**src/pvg_pkg.sv**
```systemverilog
// command codes, field layout and power-up values of the threshold and gain commands
package pvg_pkg;
	localparam int unsigned CMD_W = 8;
	localparam int unsigned WORD_W = 16;
	localparam int unsigned MANT_W = 11;
	localparam int unsigned EXP_W = 5;
	localparam int unsigned EXP_LSB = 11;
	localparam int unsigned PAGE_W = 2;

	localparam logic [CMD_W-1:0] CMD_INPUT_TURN_OFF = 8'h36;
	localparam logic [CMD_W-1:0] CMD_CURRENT_SENSE_GAIN = 8'h38;

	localparam logic [PAGE_W-1:0] PAGE_CH1 = 2'h0;
	localparam logic [PAGE_W-1:0] PAGE_CH2 = 2'h1;
	localparam logic [PAGE_W-1:0] PAGE_BOTH = 2'h3;

	// 11110 = -2, 0.25 V step
	localparam logic [EXP_W-1:0] OFF_EXP = 5'h1E;
	localparam logic [MANT_W-1:0] OFF_MANT_MIN = 11'h010;
	localparam logic [MANT_W-1:0] OFF_MANT_MAX = 11'h03F;
	localparam logic [MANT_W-1:0] OFF_MANT_DEF = 11'h018;

	// 10000 = -16, 15.26 micro-ohm step
	localparam logic [EXP_W-1:0] GAIN_EXP = 5'h10;
	localparam logic [MANT_W-1:0] GAIN_MANT_MIN = 11'h010;
	localparam logic [MANT_W-1:0] GAIN_MANT_MAX = 11'h1FC;
	localparam logic [MANT_W-1:0] GAIN_MANT_DEF = 11'h021;
endpackage : pvg_pkg

```
**src/pvg_regs.sv**
```systemverilog
// input turn-off threshold and paged current-sense gain command registers
//
// Behaviour
// - turn-off threshold exponent is fixed at 11110 (-2), 0.25 V step
// - writes into read-only exponent bits are dropped, fixed contents kept
// - turn-off mantissa accepted from 16 to 63, 4 V to 15.75 V
// - turn-off threshold powers up at 6 V unless a stored value overrides
// - gain is sense voltage over current in ohms, winding resistance senses
// - gain spans 0.244 to 7.751 milliohm in 15.26 microohm steps
// - page 00 selects channel 1, 01 channel 2, 11 both channels
// - page 0 gain writes always taken, page 1 only when channel 2 is master
// - slave channel 2 uses the page 0 gain value
// - page 1 gain write to a slave is nacked, flags invalid command, alerts
// - gain powers up at 0.5035 milliohm unless a stored value overrides
// - gain exponent is fixed at 10000 (-16), 15.26 microohm step
// - gain mantissa accepted from 16 to 508
// - out-of-range threshold write flags invalid data and alerts, value kept
`timescale 1ns/1ps
module pvg_regs #(
	parameter logic [pvg_pkg::MANT_W-1:0] P_OFF_MANT_POWERUP = pvg_pkg::OFF_MANT_DEF,
	parameter logic [pvg_pkg::MANT_W-1:0] P_GAIN_MANT_POWERUP = pvg_pkg::GAIN_MANT_DEF
) (
	input wire logic i_clk,
	input wire logic i_reset,
	input wire logic i_wr,
	input wire logic i_rd,
	input wire logic [pvg_pkg::CMD_W-1:0] i_cmd,
	input wire logic [pvg_pkg::PAGE_W-1:0] i_page,
	input wire logic [pvg_pkg::WORD_W-1:0] i_wdata,
	input wire logic i_ch2_slave,
	input wire logic i_clear_faults,
	output logic o_ack,
	output logic o_nack,
	output logic [pvg_pkg::WORD_W-1:0] o_rdata,
	output logic [pvg_pkg::WORD_W-1:0] o_input_turn_off_threshold,
	output logic [pvg_pkg::WORD_W-1:0] o_gain_ch1,
	output logic [pvg_pkg::WORD_W-1:0] o_gain_ch2,
	output logic o_cml_fault,
	output logic o_invalid_data,
	output logic o_invalid_command_fault,
	output logic o_smbalert_out,
	output logic o_smbalert_oe
);
	import pvg_pkg::*;

	// linear word: signed exponent above signed mantissa
	function automatic logic [WORD_W-1:0] lin_word(input logic [EXP_W-1:0] e,
			input logic [MANT_W-1:0] m);
		lin_word = {e, m};
	endfunction : lin_word

	function automatic logic in_range(input logic [MANT_W-1:0] m,
			input logic [MANT_W-1:0] lo, input logic [MANT_W-1:0] hi);
		// signed compare so negative mantissas fall out of range
		in_range = ($signed(m) >= $signed(lo)) && ($signed(m) <= $signed(hi));
	endfunction : in_range

	logic [MANT_W-1:0] off_mant;
	logic [MANT_W-1:0] gain1_mant;
	logic [MANT_W-1:0] gain2_mant;
	logic [MANT_W-1:0] wr_mant;

	// only the mantissa is taken; exponent bits of the write are dropped
	assign wr_mant = i_wdata[MANT_W-1:0];

	wire is_off = i_cmd == CMD_INPUT_TURN_OFF;
	wire is_gain = i_cmd == CMD_CURRENT_SENSE_GAIN;
	wire known = is_off | is_gain;
	wire pg_ch1 = i_page == PAGE_CH1;
	wire pg_ch2 = i_page == PAGE_CH2;
	wire pg_both = i_page == PAGE_BOTH;
	wire off_ok = in_range(wr_mant, OFF_MANT_MIN, OFF_MANT_MAX);
	wire gain_ok = in_range(wr_mant, GAIN_MANT_MIN, GAIN_MANT_MAX);

	// a slave page 1 or an undefined page is refused outright
	wire gain_page_refused = is_gain & ~(pg_ch1 | pg_both | (pg_ch2 & ~i_ch2_slave));
	wire wr_refused = i_wr & (~known | gain_page_refused);
	wire rd_refused = i_rd & (~known | (is_gain & ~(pg_ch1 | pg_ch2 | pg_both)));
	wire wr_off = i_wr & is_off;
	wire wr_gain = i_wr & is_gain & ~gain_page_refused;
	wire bad_data = (wr_off & ~off_ok) | (wr_gain & ~gain_ok);
	wire wr_ch1 = wr_gain & gain_ok & (pg_ch1 | pg_both);
	// with a slave channel 2 the both-page write reaches channel 1 only
	wire wr_ch2 = wr_gain & gain_ok & (pg_ch2 | pg_both) & ~i_ch2_slave;

	wire [WORD_W-1:0] off_word = lin_word(OFF_EXP, off_mant);
	wire [WORD_W-1:0] g1_word = lin_word(GAIN_EXP, gain1_mant);
	wire [WORD_W-1:0] g2_word = lin_word(GAIN_EXP, i_ch2_slave ? gain1_mant : gain2_mant);
	wire [WORD_W-1:0] rd_word = is_off ? off_word : (pg_ch2 ? g2_word : g1_word);

	always_ff @(posedge i_clk or posedge i_reset) begin
		if (i_reset) begin
			off_mant <= P_OFF_MANT_POWERUP;
		end else if (wr_off & off_ok) begin
			off_mant <= wr_mant;
		end
	end

	// power-up value stands in for the stored user setting
	always_ff @(posedge i_clk or posedge i_reset) begin
		if (i_reset) begin
			gain1_mant <= P_GAIN_MANT_POWERUP;
			gain2_mant <= P_GAIN_MANT_POWERUP;
		end else begin
			if (wr_ch1) begin
				gain1_mant <= wr_mant;
			end
			if (wr_ch2) begin
				gain2_mant <= wr_mant;
			end
		end
	end

	always_ff @(posedge i_clk or posedge i_reset) begin
		if (i_reset) begin
			o_ack <= 1'b0;
			o_nack <= 1'b0;
			o_rdata <= '0;
		end else begin
			o_ack <= (i_wr & ~wr_refused) | (i_rd & ~rd_refused);
			o_nack <= wr_refused | rd_refused;
			if (i_rd & ~rd_refused) begin
				o_rdata <= rd_word;
			end
		end
	end

	assign o_input_turn_off_threshold = off_word;
	assign o_gain_ch1 = g1_word;
	assign o_gain_ch2 = g2_word;

	pvg_sticky u_cml (
		.i_clk(i_clk),
		.i_reset(i_reset),
		.i_set(bad_data | wr_refused | rd_refused),
		.i_clear(i_clear_faults),
		.o_flag(o_cml_fault)
	);

	pvg_sticky u_ivd (
		.i_clk(i_clk),
		.i_reset(i_reset),
		.i_set(bad_data),
		.i_clear(i_clear_faults),
		.o_flag(o_invalid_data)
	);

	pvg_sticky u_ivc (
		.i_clk(i_clk),
		.i_reset(i_reset),
		.i_set(wr_refused | rd_refused),
		.i_clear(i_clear_faults),
		.o_flag(o_invalid_command_fault)
	);

	// open-drain alert: only ever pulls low
	assign o_smbalert_out = 1'b0;
	assign o_smbalert_oe = o_cml_fault | o_invalid_data | o_invalid_command_fault;
endmodule : pvg_regs

```
**src/pvg_sticky.sv**
```systemverilog
// sticky status flag, a set in the clearing cycle wins
`timescale 1ns/1ps
module pvg_sticky (
	input wire logic i_clk,
	input wire logic i_reset,
	input wire logic i_set,
	input wire logic i_clear,
	output logic o_flag
);
	logic next_flag;

	assign next_flag = i_set | (o_flag & ~i_clear);

	always_ff @(posedge i_clk or posedge i_reset) begin
		if (i_reset) begin
			o_flag <= 1'b0;
		end else begin
			o_flag <= next_flag;
		end
	end
endmodule : pvg_sticky

```
**config.mk**
```make
export PLATFORM = sky130hd
export DESIGN_NAME = pvg_regs
export DESIGN_NICKNAME = d
export VERILOG_FILES = /design/src/pvg_pkg.sv /design/src/pvg_regs.sv /design/src/pvg_sticky.sv
export SDC_FILE = /design/constraint.sdc
export NUM_CORES = 1
export LEC_CHECK = 0
export ABC_AREA = 1
export ABC_CLOCK_PERIOD_IN_PS = 2300
export BUFFER_PORTS_ARGS = -buffer_cell sky130_fd_sc_hd__clkbuf_2
export CORE_MARGIN = 2
export CORE_UTILIZATION = 50
export DETAILED_ROUTE_END_ITERATION = 6
export PLACE_DENSITY = 0.89
export SYNTH_ARGS = -nofsm -noshare
export SYNTH_HDL_FRONTEND = slang
export SYNTH_SLANG_ARGS = --single-unit
```
**constraint.sdc**
```tcl
create_clock -name i_clk -period 2.3 [get_ports i_clk]
set_input_delay 0.69 -clock i_clk [delete_from_list [all_inputs] [get_ports i_clk]]
set_output_delay 0.69 -clock i_clk [all_outputs]
set_load 0.02 [all_outputs]
```
# Word level (Yosys, flattened, before mapping)
# Index checks and enable logic that the tools add are counted.
# W data, S select, Z words.
dict set report totals {
  ff_bits 54
  latchBits 0
  ramBits 0
  romBits 0
  n_memories 0
}
dict set report classes {
  add_sub_neg 0
  multipliers 0
  div_mod_pow 0
  order_cmp 3
  eq_ne 4
  shifts 0
  mux 3
  bitwise_logic 48
  reduce_logical 3
}
# op count
set op_table {}
lappend op_table {{$mux W11} 2}
lappend op_table {{$and A1 B1 Y1} 20}
lappend op_table {{$or A1 B1 Y1} 18}
lappend op_table {{$eq A8 B6 Y1 const B} 2}
lappend op_table {{$mux W15} 1}
lappend op_table {{$ge A11 B6 Y1 const B} 1}
lappend op_table {{$le A11 B10 Y1 const B} 1}
lappend op_table {{$le A11 B7 Y1 const B} 1}
lappend op_table {{$not A1 Y1} 10}
lappend op_table {{$eq A2 B1 Y1 const B} 1}
lappend op_table {{$eq A2 B2 Y1 const B} 1}
lappend op_table {{$logic_and A1 B1 Y1} 2}
lappend op_table {{$logic_not A2 Y1} 1}

# Logic depth before layout (Yosys ltp)
# Gate-level depths: netlist of the first run.
dict set report depth {
  depth_word 12
  mapped_depth 11
  depth_no_buf 10
}

# Modules after synthesis
# Synthesis of the first run repeated with hierarchy kept, for this count alone.
dict set report unflattened {
  hier_cells 382
  area_unflattened_um2 2836.5
}
# module n_inst cells_each area_per_inst_um2
set modules_own_cells {}
lappend modules_own_cells {pvg_regs 1 364 2705.1}
lappend modules_own_cells {pvg_sticky 3 6 43.8}

# Worst setup path before layout of the first run
# OpenSTA, ideal clock, no wires.
dict set report synth_path {
  kind {in2out}
  start {input i_ch2_slave}
  end {output o_gain_ch2[0] in the netlist's numbering}
  arrival_ns 1.540
  slack_ns 0.070
  cell_stages 4
  path_buffers 2
  cell_sequence {inv_2 buf_2 clkbuf_1 o21ai_0}
}
dict set report synth_via {
  elab_chain_cells 1
}
# element line_no
set synth_rtl {}
lappend synth_rtl {{start, declared} pvg_regs.sv:30} ;# input wire logic i_ch2_slave,
lappend synth_rtl {{$mux W11} pvg_regs.sv:88} ;# wire [WORD_W-1:0] g2_word = lin_word(GAIN_EXP, i_ch2_slave ? gain1_mant : gain2_mant);
lappend synth_rtl {{end, declared} pvg_regs.sv:37} ;# output logic [pvg_pkg::WORD_W-1:0] o_gain_ch2,
# Every way passes these cells.

# Worst setup path in the final report of the first run
dict set report layout_path {
  start {input i_ch2_slave}
  end {output o_gain_ch2[6] in the netlist's numbering}
}
# Same word-level chain as after synthesis.

==> impl_metrics.env, run 1 <==
export IMPL_grt_overflow_total=0
export IMPL_end_kind="primary output"
export IMPL_synth_most_common_cell="nand2_1"
export IMPL_cts_tree="yes"
export IMPL_cts_max_level=2
export IMPL_synth_top_cell_by_area="dfrtp_1"
export IMPL_fin_crit_ns=2.17
export IMPL_ctsHoldBuffers=0
export IMPL_criticalPathCategory="input pin to primary output"
export IMPL_drt_iter0_drc=157
export IMPL_drive_above_1_share=0.273
export IMPL_cts_buffer_depth=2
export IMPL_ys_seq_elements=51
export IMPL_clock_root_buffer="clkbuf_8"
export IMPL_crit_required_ns=1.61
export IMPL_cts_resized=0
export IMPL_coreArea_um2=5470
export IMPL_synthesis_area_um2=2800
export IMPL_die_area_um2=6220
export IMPL_antenna_found_initial=0
export IMPL_cts_setup_buffers=0
export IMPL_die_h_um=78.9
export IMPL_drv_slew=0
export IMPL_synthTopCellsByArea="dfrtp_1, nand2_1, dfstp_2"
export IMPL_track_usage=0.219
export IMPL_yosys_most_used_dff="dfrtp_1"
export IMPL_top_usage_layer="met2"
export IMPL_io_pins=103
export IMPL_die_width_um=78.9
export IMPL_drv_cap=0
export IMPL_synth_cells=372
export IMPL_synth_edf_count=0
export IMPL_grt_pass1_vias=2344
export IMPL_p_per_area_nw_per_um2=538
export IMPL_cts_buffers=5
export IMPL_grt_util_met2=0.361
export IMPL_async_reset_ff_frac=1.00
export IMPL_grt_pass1_wl_mm=10.8
export IMPL_ys_seq_area_frac=0.458
export IMPL_drc_errors=0
export IMPL_dpl_hpwl_mm=4.90
export IMPL_cp_max_fo=20
export IMPL_postSynthAreaPerCell_um2=7.53
export IMPL_synthTopCellsByCount="nand2_1, dfrtp_1, inv_1"
export IMPL_portBuffers=80
export IMPL_setup_viol=0
export IMPL_clock_latency_ns=0.31
export IMPL_hp_class="input pin to async pin"
export IMPL_fin_tns_setup_ns=0
export IMPL_rsz0062_at_grt="false"
export IMPL_grt_max_degree=30
export IMPL_initial_utilization=0.512
export IMPL_ir_worst_vdd_mv=0.298
export IMPL_finalCritPeriodShare=0.946
export IMPL_final_nets=484
export IMPL_cts_sinks=51
export IMPL_cp_start_kind="input pin"
export IMPL_synth_cell_type_count=27
export IMPL_syn2layout_area_growth_pct=18.4
export IMPL_grt_use_met3=0.0432
export IMPL_clkSlewWorstSetupHoldPaths_ns=0.09
export IMPL_leakagePower_nw=1.97
export IMPL_yosysTopAreaCellShare=0.402
export IMPL_clock_fmax_mhz=460
export IMPL_vias=2536
export IMPL_diodes=0
export IMPL_first_pass_iters=6
export IMPL_finalNonFillerCells=522
export IMPL_ys_warn_count=0
export IMPL_gp_congestion=0.788
export IMPL_met1_usage=0.288
export IMPL_antenna_left=0
export IMPL_drt_vias_per_instance=4.86
export IMPL_whs_ns=0.376
export IMPL_outcome="finished, final reports clean"
export IMPL_num_rows=27
export IMPL_rrSetupSlack_ns=1.23
export IMPL_drt_wirelength_per_cell_um=12.5
export IMPL_wl_mm=6.54
export IMPL_finalHoldViolations=0
export IMPL_cp_arrival_ns=1.48
export IMPL_place_inst=514
export IMPL_fin_skew_ns=0.00523
cell usage in the layout, fill, tap and decap left out, types with 3 or more instances in the layout:
cell type / count
inv_1: 39
ha_1: 3
o21ai_0: 24
nand4_2: 3
nand3_1: 24
inv_2: 11
nand2_2: 3
nand2_1: 134
a21oi_1: 3
conb_1: 17
dfstp_2: 6
buf_4: 4
o21ai_1: 17
nor2_1: 17
dfrtp_1: 45
clkbuf_8: 6
clkbuf_2: 80
cell families (layout without fill, tap and decap cells):
kind of cell,after synthesis,after routing,synth area share
buf+inv,80,143,0.138
fa+ha+maj,3,3,0.0134
flops,51,51,0.458
compound gates,45,45,0.0813
simple gates,191,191,0.307
other cells,2,17,0.00268
power by group:
part	internal [mW]	switching (mW)	total [mW]
Clock	0.352	0.300	0.652
Sequential	0.911	0.00815	0.919
Combinational	0.0601	0.154	0.214
per-stage QoR:
step | setup slack (ns) | total power, mW | cell area (um^2) | utilization
after detailed placement | 0.149 | 1.15 | 3200 | 0.585
after floorplan | 0.0700 | 1.09 | 2860 | -
after global placement | 0.167 | 1.14 | 3200 | 0.585
after global routing | 0.0466 | 1.85 | 3320 | 0.606
final | 0.125 | 1.79 | 3320 | 0.606
after CTS | 0.141 | 1.79 | 3320 | 0.606
state kept, by name, summed over array words and instances, names as in the netlist:
signal,count
gain1_mant,11
gain2_mant,11
o_ack,1
o_nack,1
o_rdata,13
off_mant,11
u_cml.o_flag,1
u_ivc.o_flag,1
u_ivd.o_flag,1
critical path, cell delays in order:
cell	delay (ns)
clkbuf_2	0.12
inv_2	0.25
nand2_1	0.09
o21ai_0	0.12
clkbuf_2	0.22
metal layers:
| metal | routed length (um) | up-vias |
|---|---|---|
| met5 | 0 | - |
| met2 | 3130 | 114 |
| li1 | - | 1262 |
| met4 | 108 | 0 |
| met3 | 488 | 14 |
| met1 | 2810 | 1146 |
final timing paths:
kind	from	end	cells after the start
max in group asynchronous	i_reset	gain1_mant[0]	3
worst max-delay path	i_ch2_slave	o_gain_ch2[6]	5
worst min register to register	gain2_mant[5]	gain2_mant[5]	2
worst min-delay path	i_reset	o_rdata[8]	2
min in group i_clk	gain2_mant[5]	gain2_mant[5]	2
worst max register to register	gain1_mant[5]	o_rdata[5]	6
area by class of cell:
class,instances,area (um^2)
sequential,51,1280
clock buffer,6,82.6
clock inverter,2,35.0
fill,499,2150
tap,72,90.1
multi-input combinational,256,1190
timing repair buffer,85,450
inverter,50,188
No activity file was read; power rests on OpenSTA's default activity.
==> run 2: changes to the inputs <==
ABC_AREA = unset   (was 1)
CELL_PAD_IN_SITES_DETAIL_PLACEMENT = 0   (was unset)
CELL_PAD_IN_SITES_GLOBAL_PLACEMENT = 1   (was unset)
CORE_UTILIZATION = 37   (was 50)
PLACE_DENSITY = 0.88   (was 0.89)
==> run 2 against run 1 <==
Core utilization decreased by 13 points; critical endpoint is now o_gain_ch2[0]; total power is 9.6% lower; area after synthesis decreased by 5.6%; clock skew decreased by 0.0016 ns; cell count decreased by 21%; sequential cell count stayed put; critical path depth fell by 2; non-clock buffer count increased by 6; die area up 26%; setup slack worse by 0.061 ns; critical path type unchanged; register-to-register slack barely moved.
==> impl_metrics.env, run 2 <==
export IMPL_outcome="finished, final reports clean"
export IMPL_cts_max_level=2
export IMPL_cp_start_kind="input pin"
export IMPL_place_ws_ns=0.0282
export IMPL_reg2reg_from="gain1_mant[10]"
export IMPL_path_common_cell="clkbuf_2"
export IMPL_cts_buffers=5
export IMPL_synth_mux_area_frac=0.217
export IMPL_leakagePower_nw=1.80
export IMPL_fin_crit_ns=2.24
export IMPL_track_usage=0.149
export IMPL_antenna_left=0
export IMPL_drive_above_1_share=0.481
export IMPL_synth_cell_type_count=39
export IMPL_ys_seq_area_frac=0.485
export IMPL_cts_setup_buffers=0
export IMPL_fin_tns_setup_ns=0
export IMPL_grt_pass1_vias=1757
export IMPL_ir_worst_vdd_mv=0.215
export IMPL_p_per_area_nw_per_um2=497
export IMPL_clock_latency_ns=0.29
export IMPL_synth_simple_area_share=0.119
export IMPL_yosysTopAreaCellShare=0.426
export IMPL_synth_most_common_cell="dfrtp_1"
export IMPL_rsz0062_at_grt="false"
export IMPL_sw_frac_of_total=0.242
export IMPL_fin_skew_ns=0.00358
export IMPL_synthesis_area_um2=2650
export IMPL_clkSlewWorstSetupHoldPaths_ns=0.09
export IMPL_seqPwrFrac=0.562
export IMPL_yosys_most_used_dff="dfrtp_1"
export IMPL_clock_root_buffer="clkbuf_8"
export IMPL_fin_ws_ns=0.0645
export IMPL_drc_errors=0
export IMPL_num_rows=30
export IMPL_synth_cells=231
export IMPL_synthAdderAreaFrac=0.0142
export IMPL_power_frac_comb=0.090
export IMPL_largest_register_ffs=13
export IMPL_grt_overflow_total=0
export IMPL_gp_congestion=0.771
export IMPL_die_area_um2=7840
export IMPL_final_cell_mix="clkbuf_2, dfrtp_1, mux2_2, conb_1"
export IMPL_diodes=0
export IMPL_coreArea_um2=6870
export IMPL_syn2layout_area_growth_pct=22.7
export IMPL_r2r_end="o_rdata[10]"
export IMPL_finalHoldViolations=0
export IMPL_ys_warn_count=0
export IMPL_p_int_mw=1.22
export IMPL_final_nets=350
export IMPL_die_h_um=88.6
export IMPL_cp_cell_sequence="clkbuf_2, mux2_2, clkbuf_2"
export IMPL_grt_max_degree=26
export IMPL_drt_iter0_drc=30
export IMPL_die_width_um=88.6
export IMPL_finalCritPeriodShare=0.972
export IMPL_critPathSlowestCell="mux2_2"
export IMPL_whs_ns=0.304
export IMPL_num_fill_cells=667
export IMPL_setup_viol=0
export IMPL_cts_resized=0
export IMPL_drv_slew=0
export IMPL_cp_max_fo=13
export IMPL_p_sw_mw=0.390
export IMPL_max_stage_delay_ns=0.39
export IMPL_synthTopCellsByCount="dfrtp_1, mux2_2, buf_4"
export IMPL_io_pins=103
export IMPL_wl_mm=5.69
export IMPL_clkPwrFrac=0.348
export IMPL_cts_sinks=51
export IMPL_regArea_um2=1280
export IMPL_synth_edf_count=0
export IMPL_first_pass_iters=5
export IMPL_criticalPathCategory="input pin to primary output"
export IMPL_rr_worst_depth=4
export IMPL_dpl_hpwl_mm=4.51
export IMPL_antenna_found_initial=0
export IMPL_vias=1853
export IMPL_yosys_area_share_xor_xnor=0
export IMPL_drt_vias_per_instance=4.50
export IMPL_end_kind="primary output"
export IMPL_startpoint="i_ch2_slave"
export IMPL_synth_compound_area_frac=0.0742
export IMPL_initial_utilization=0.385
export IMPL_hp_class="input pin to async pin"
export IMPL_postSynthAreaPerCell_um2=11.5
export IMPL_async_reset_ff_frac=1.00
export IMPL_cts_buffer_depth=2
export IMPL_final_common_cell="clkbuf_2"
export IMPL_total_power_mw=1.61
export IMPL_grt_pass1_wl_mm=8.86
export IMPL_cp_arrival_ns=1.55
export IMPL_drv_cap=0
export IMPL_rrSetupSlack_ns=1.22
export IMPL_ys_seq_elements=51
export IMPL_synthTopCellsByArea="dfrtp_1, mux2_4, mux2_2"
export IMPL_crit_required_ns=1.61
export IMPL_ctsHoldBuffers=0
export IMPL_synth_top_family_by_area="multiplexers"
export IMPL_drt_wirelength_per_cell_um=13.8
export IMPL_multi_input_area_um2=1190
export IMPL_cts_tree="yes"
export IMPL_clock_fmax_mhz=447
export IMPL_portBuffers=80
export IMPL_top_register="o_rdata"
export IMPL_synth_top_cell_by_area="dfrtp_1"
run 2: how the worst max path moves through the flow:
stage | end | slack, ns
floorplan | o_gain_ch2[10] | 0.17
global placement | gain1_mant[3] | 0.05
detailed placement | gain2_mant[6] | 0.03
CTS | o_gain_ch2[8] | 0.05
global route | o_gain_ch2[4] | 0.04
finish | o_gain_ch2[0] | 0.06
run 2: per-stage QoR:
step | cell area [um^2] | std cells | util
final | 3250 | 412 | 0.473
after global routing | 3250 | 412 | 0.473
after CTS | 3250 | 412 | 0.473
after detailed placement | 3140 | 404 | 0.458
after global placement | 3140 | 404 | 0.458
after floorplan | 2700 | 246 | -
run 2: critical path: cells and delay by family:
family                 cells  cell delay, ns
buffers and inverters      2            0.46
muxes                      1            0.39
run 2: area by class of cell:
class	instances	share of cell area
clock buffers	7	0.0297
clock inverters	1	0.00231
inverters	8	0.00925
multi-input cells	158	0.366
flip-flops and latches	51	0.395
well taps	96	0.0370
repair buffers	91	0.160
run 2: metal layers:
metal,GRT usage,vias up,part of all wire
li1,-,924,-
met1,0.213,872,0.48
met2,0.227,51,0.46
met3,0.0280,6,0.045
met4,0.0496,0,0.013
met5,0,-,0
run 2: power by group through the flow:
stage	Clock, mW	Sequential, mW	Combinational (mW)
final	0.562	0.907	0.146
after detailed placement	0	0.925	0.147
after global routing	0.620	0.908	0.161
after global placement	0	0.924	0.145
after floorplan	0	0.932	0.101
after CTS	0.586	0.907	0.148
run 2: cell families (layout without fill, tap and decap cells):
family,after synthesis,in the layout
adder cells (fa/ha/maj),3,3
other,2,17
multiplexers,47,47
AND/OR/NAND/NOR,56,56
buffers and inverters,37,107
AO/OA/AOI/OAI,35,35
flip-flops,51,51
==> run 3: changes to the inputs <==
ABC_AREA = 1   (was unset)
CORE_UTILIZATION = 35   (was 37)
==> run 3 against run 2 <==
Global-route usage rose by 1.0 points; worst hold slack better by 0.12 ns; critical endpoint is now o_gain_ch2[1]; fmax is 2.1% higher; setup slack improved by 0.045 ns; first-iteration DRC count rose to 3.0 times the previous value.
==> impl_metrics.env, run 3 (synthesized netlist as in run 1, its figures left out) <==
export IMPL_outcome="finished, final reports clean"
export IMPL_io_pins=103
export IMPL_gp_congestion=0.842
export IMPL_track_usage=0.159
export IMPL_num_rows=32
export IMPL_leakagePower_nw=1.96
export IMPL_relSlewSlack=0.618
export IMPL_critPathSlowestCell="inv_2"
export IMPL_die_area_um2=8740
export IMPL_grt_overflow_total=0
export IMPL_grt_max_degree=27
export IMPL_drc_errors=0
export IMPL_first_pass_iters=4
export IMPL_final_cell_mix="nand2_1, clkbuf_2, dfrtp_1, inv_1"
export IMPL_vias=2414
export IMPL_fin_tns_setup_ns=0
export IMPL_top_register="o_rdata"
export IMPL_grt_pass1_wl_mm=10.8
export IMPL_largest_register_ffs=13
export IMPL_cts_tree="yes"
export IMPL_fin_crit_ns=2.19
export IMPL_clock_latency_ns=0.30
export IMPL_syn2layout_area_growth_pct=19.1
export IMPL_ir_worst_vdd_mv=0.257
export IMPL_cts_max_level=2
export IMPL_final_nets=484
export IMPL_cp_start_kind="input pin"
export IMPL_cts_resized=0
export IMPL_path_common_cell="clkbuf_2"
export IMPL_cts_setup_buffers=0
export IMPL_final_common_cell="nand2_1"
export IMPL_total_power_mw=1.68
export IMPL_tightestPinTransition_ns=0.572
export IMPL_fin_skew_ns=0.00355
export IMPL_drt_vias_per_instance=4.37
export IMPL_end_kind="primary output"
export IMPL_p_per_area_nw_per_um2=505
export IMPL_drive_above_1_share=0.271
export IMPL_hp_class="input pin to async pin"
export IMPL_initial_utilization=0.363
export IMPL_die_width_um=93.5
export IMPL_drt_wirelength_per_cell_um=11.8
export IMPL_criticalPathCategory="input pin to primary output"
export IMPL_num_fill_cells=825
export IMPL_drv_cap=0
export IMPL_ctsHoldBuffers=0
export IMPL_drv_slew=0
export IMPL_die_h_um=93.5
export IMPL_cts_buffer_depth=2
export IMPL_cp_arrival_ns=1.50
export IMPL_coreArea_um2=7730
export IMPL_antenna_left=0
export IMPL_clkSlewWorstSetupHoldPaths_ns=0.08
export IMPL_antenna_found_initial=0
export IMPL_setup_viol=0
export IMPL_clock_fmax_mhz=456
export IMPL_crit_required_ns=1.61
export IMPL_cp_cell_sequence="clkbuf_2, inv_2, nand2_1, o21ai_0, clkbuf_2"
export IMPL_dpl_hpwl_mm=5.12
export IMPL_drt_iter0_drc=91
export IMPL_max_stage_delay_ns=0.24
export IMPL_diodes=0
export IMPL_clock_root_buffer="clkbuf_8"
export IMPL_grt_pass1_vias=2262
export IMPL_rsz0062_at_grt="false"
export IMPL_cts_sinks=51
export IMPL_portBuffers=80
export IMPL_cp_max_fo=20
export IMPL_finalHoldViolations=0
export IMPL_cts_buffers=5
export IMPL_finalCritPeriodShare=0.952
export IMPL_wl_mm=6.49
-- run 3: cell types whose count changed in the layout (fill, tap and decap cells not counted), sizes merged, moves of 10 or more --
cell,before,now
nand2,12,137
nand3,4,25
mux2,36,0
inv,8,50
a21oi,13,3
mux2i,11,0
o21ai,16,41
-- run 3: report_power, final --
part / switching, mW / total, mW / internal [mW]
sequential: 0.00837 / 0.919 / 0.911
combinational: 0.151 / 0.211 / 0.0600
clock: 0.279 / 0.554 / 0.275
total: 0.439 / 1.68 / 1.25
-- run 3: worst max-delay path: cells and delay by family --
kind,cells,cell delay [ns]
buffers and inverters,3,0.59
AOI/OAI and AO/OA,1,0.14
and+or+nand+nor,1,0.08
-- run 3: cell type report --
class	instances	area (um^2)	area share
sequential	51	1280	0.385
clock buffer	8	100	0.0300
tap	102	128	0.0382
timing repair buffer	85	450	0.135
multi-input combinational	256	1190	0.356
inverter	50	188	0.0562
-- run 3: routing by layer --
layer	wire, um	global-route usage	up-vias	share of wire
li1	-	-	1263	-
met1	3050	0.221	1075	0.47
met2	2990	0.246	72	0.46
met3	380	0.0314	4	0.059
met4	71	0.0551	0	0.011
met5	0	0	-	0
-- run 3: per-stage QoR --
stage                     std cells  hold WS (ns)  cell area (um^2)  worst slack (ns)   util
after CTS                       552         0.432              3340             0.118  0.432
final                           552         0.422              3340             0.109  0.432
after global placement          544         0.447              3240             0.133  0.419
after global routing            552         0.460              3340            0.0410  0.432
after detailed placement        544         0.453              3240             0.119  0.419
after floorplan                 387         0.449              2860            0.0700      -
-- run 3: worst paths after layout --
kind	end	start	depth (start not counted)	slack (ns)
max in group asynchronous	gain1_mant[0]	i_reset	3	1.27
max reg2reg	o_rdata[0]	gain1_mant[0]	6	1.24
max	o_gain_ch2[1]	i_ch2_slave	5	0.11
min in group i_clk	o_rdata[15]	o_rdata[15]	2	0.47
min	o_rdata[8]	i_reset	2	0.42
min reg2reg	o_rdata[15]	o_rdata[15]	2	0.47
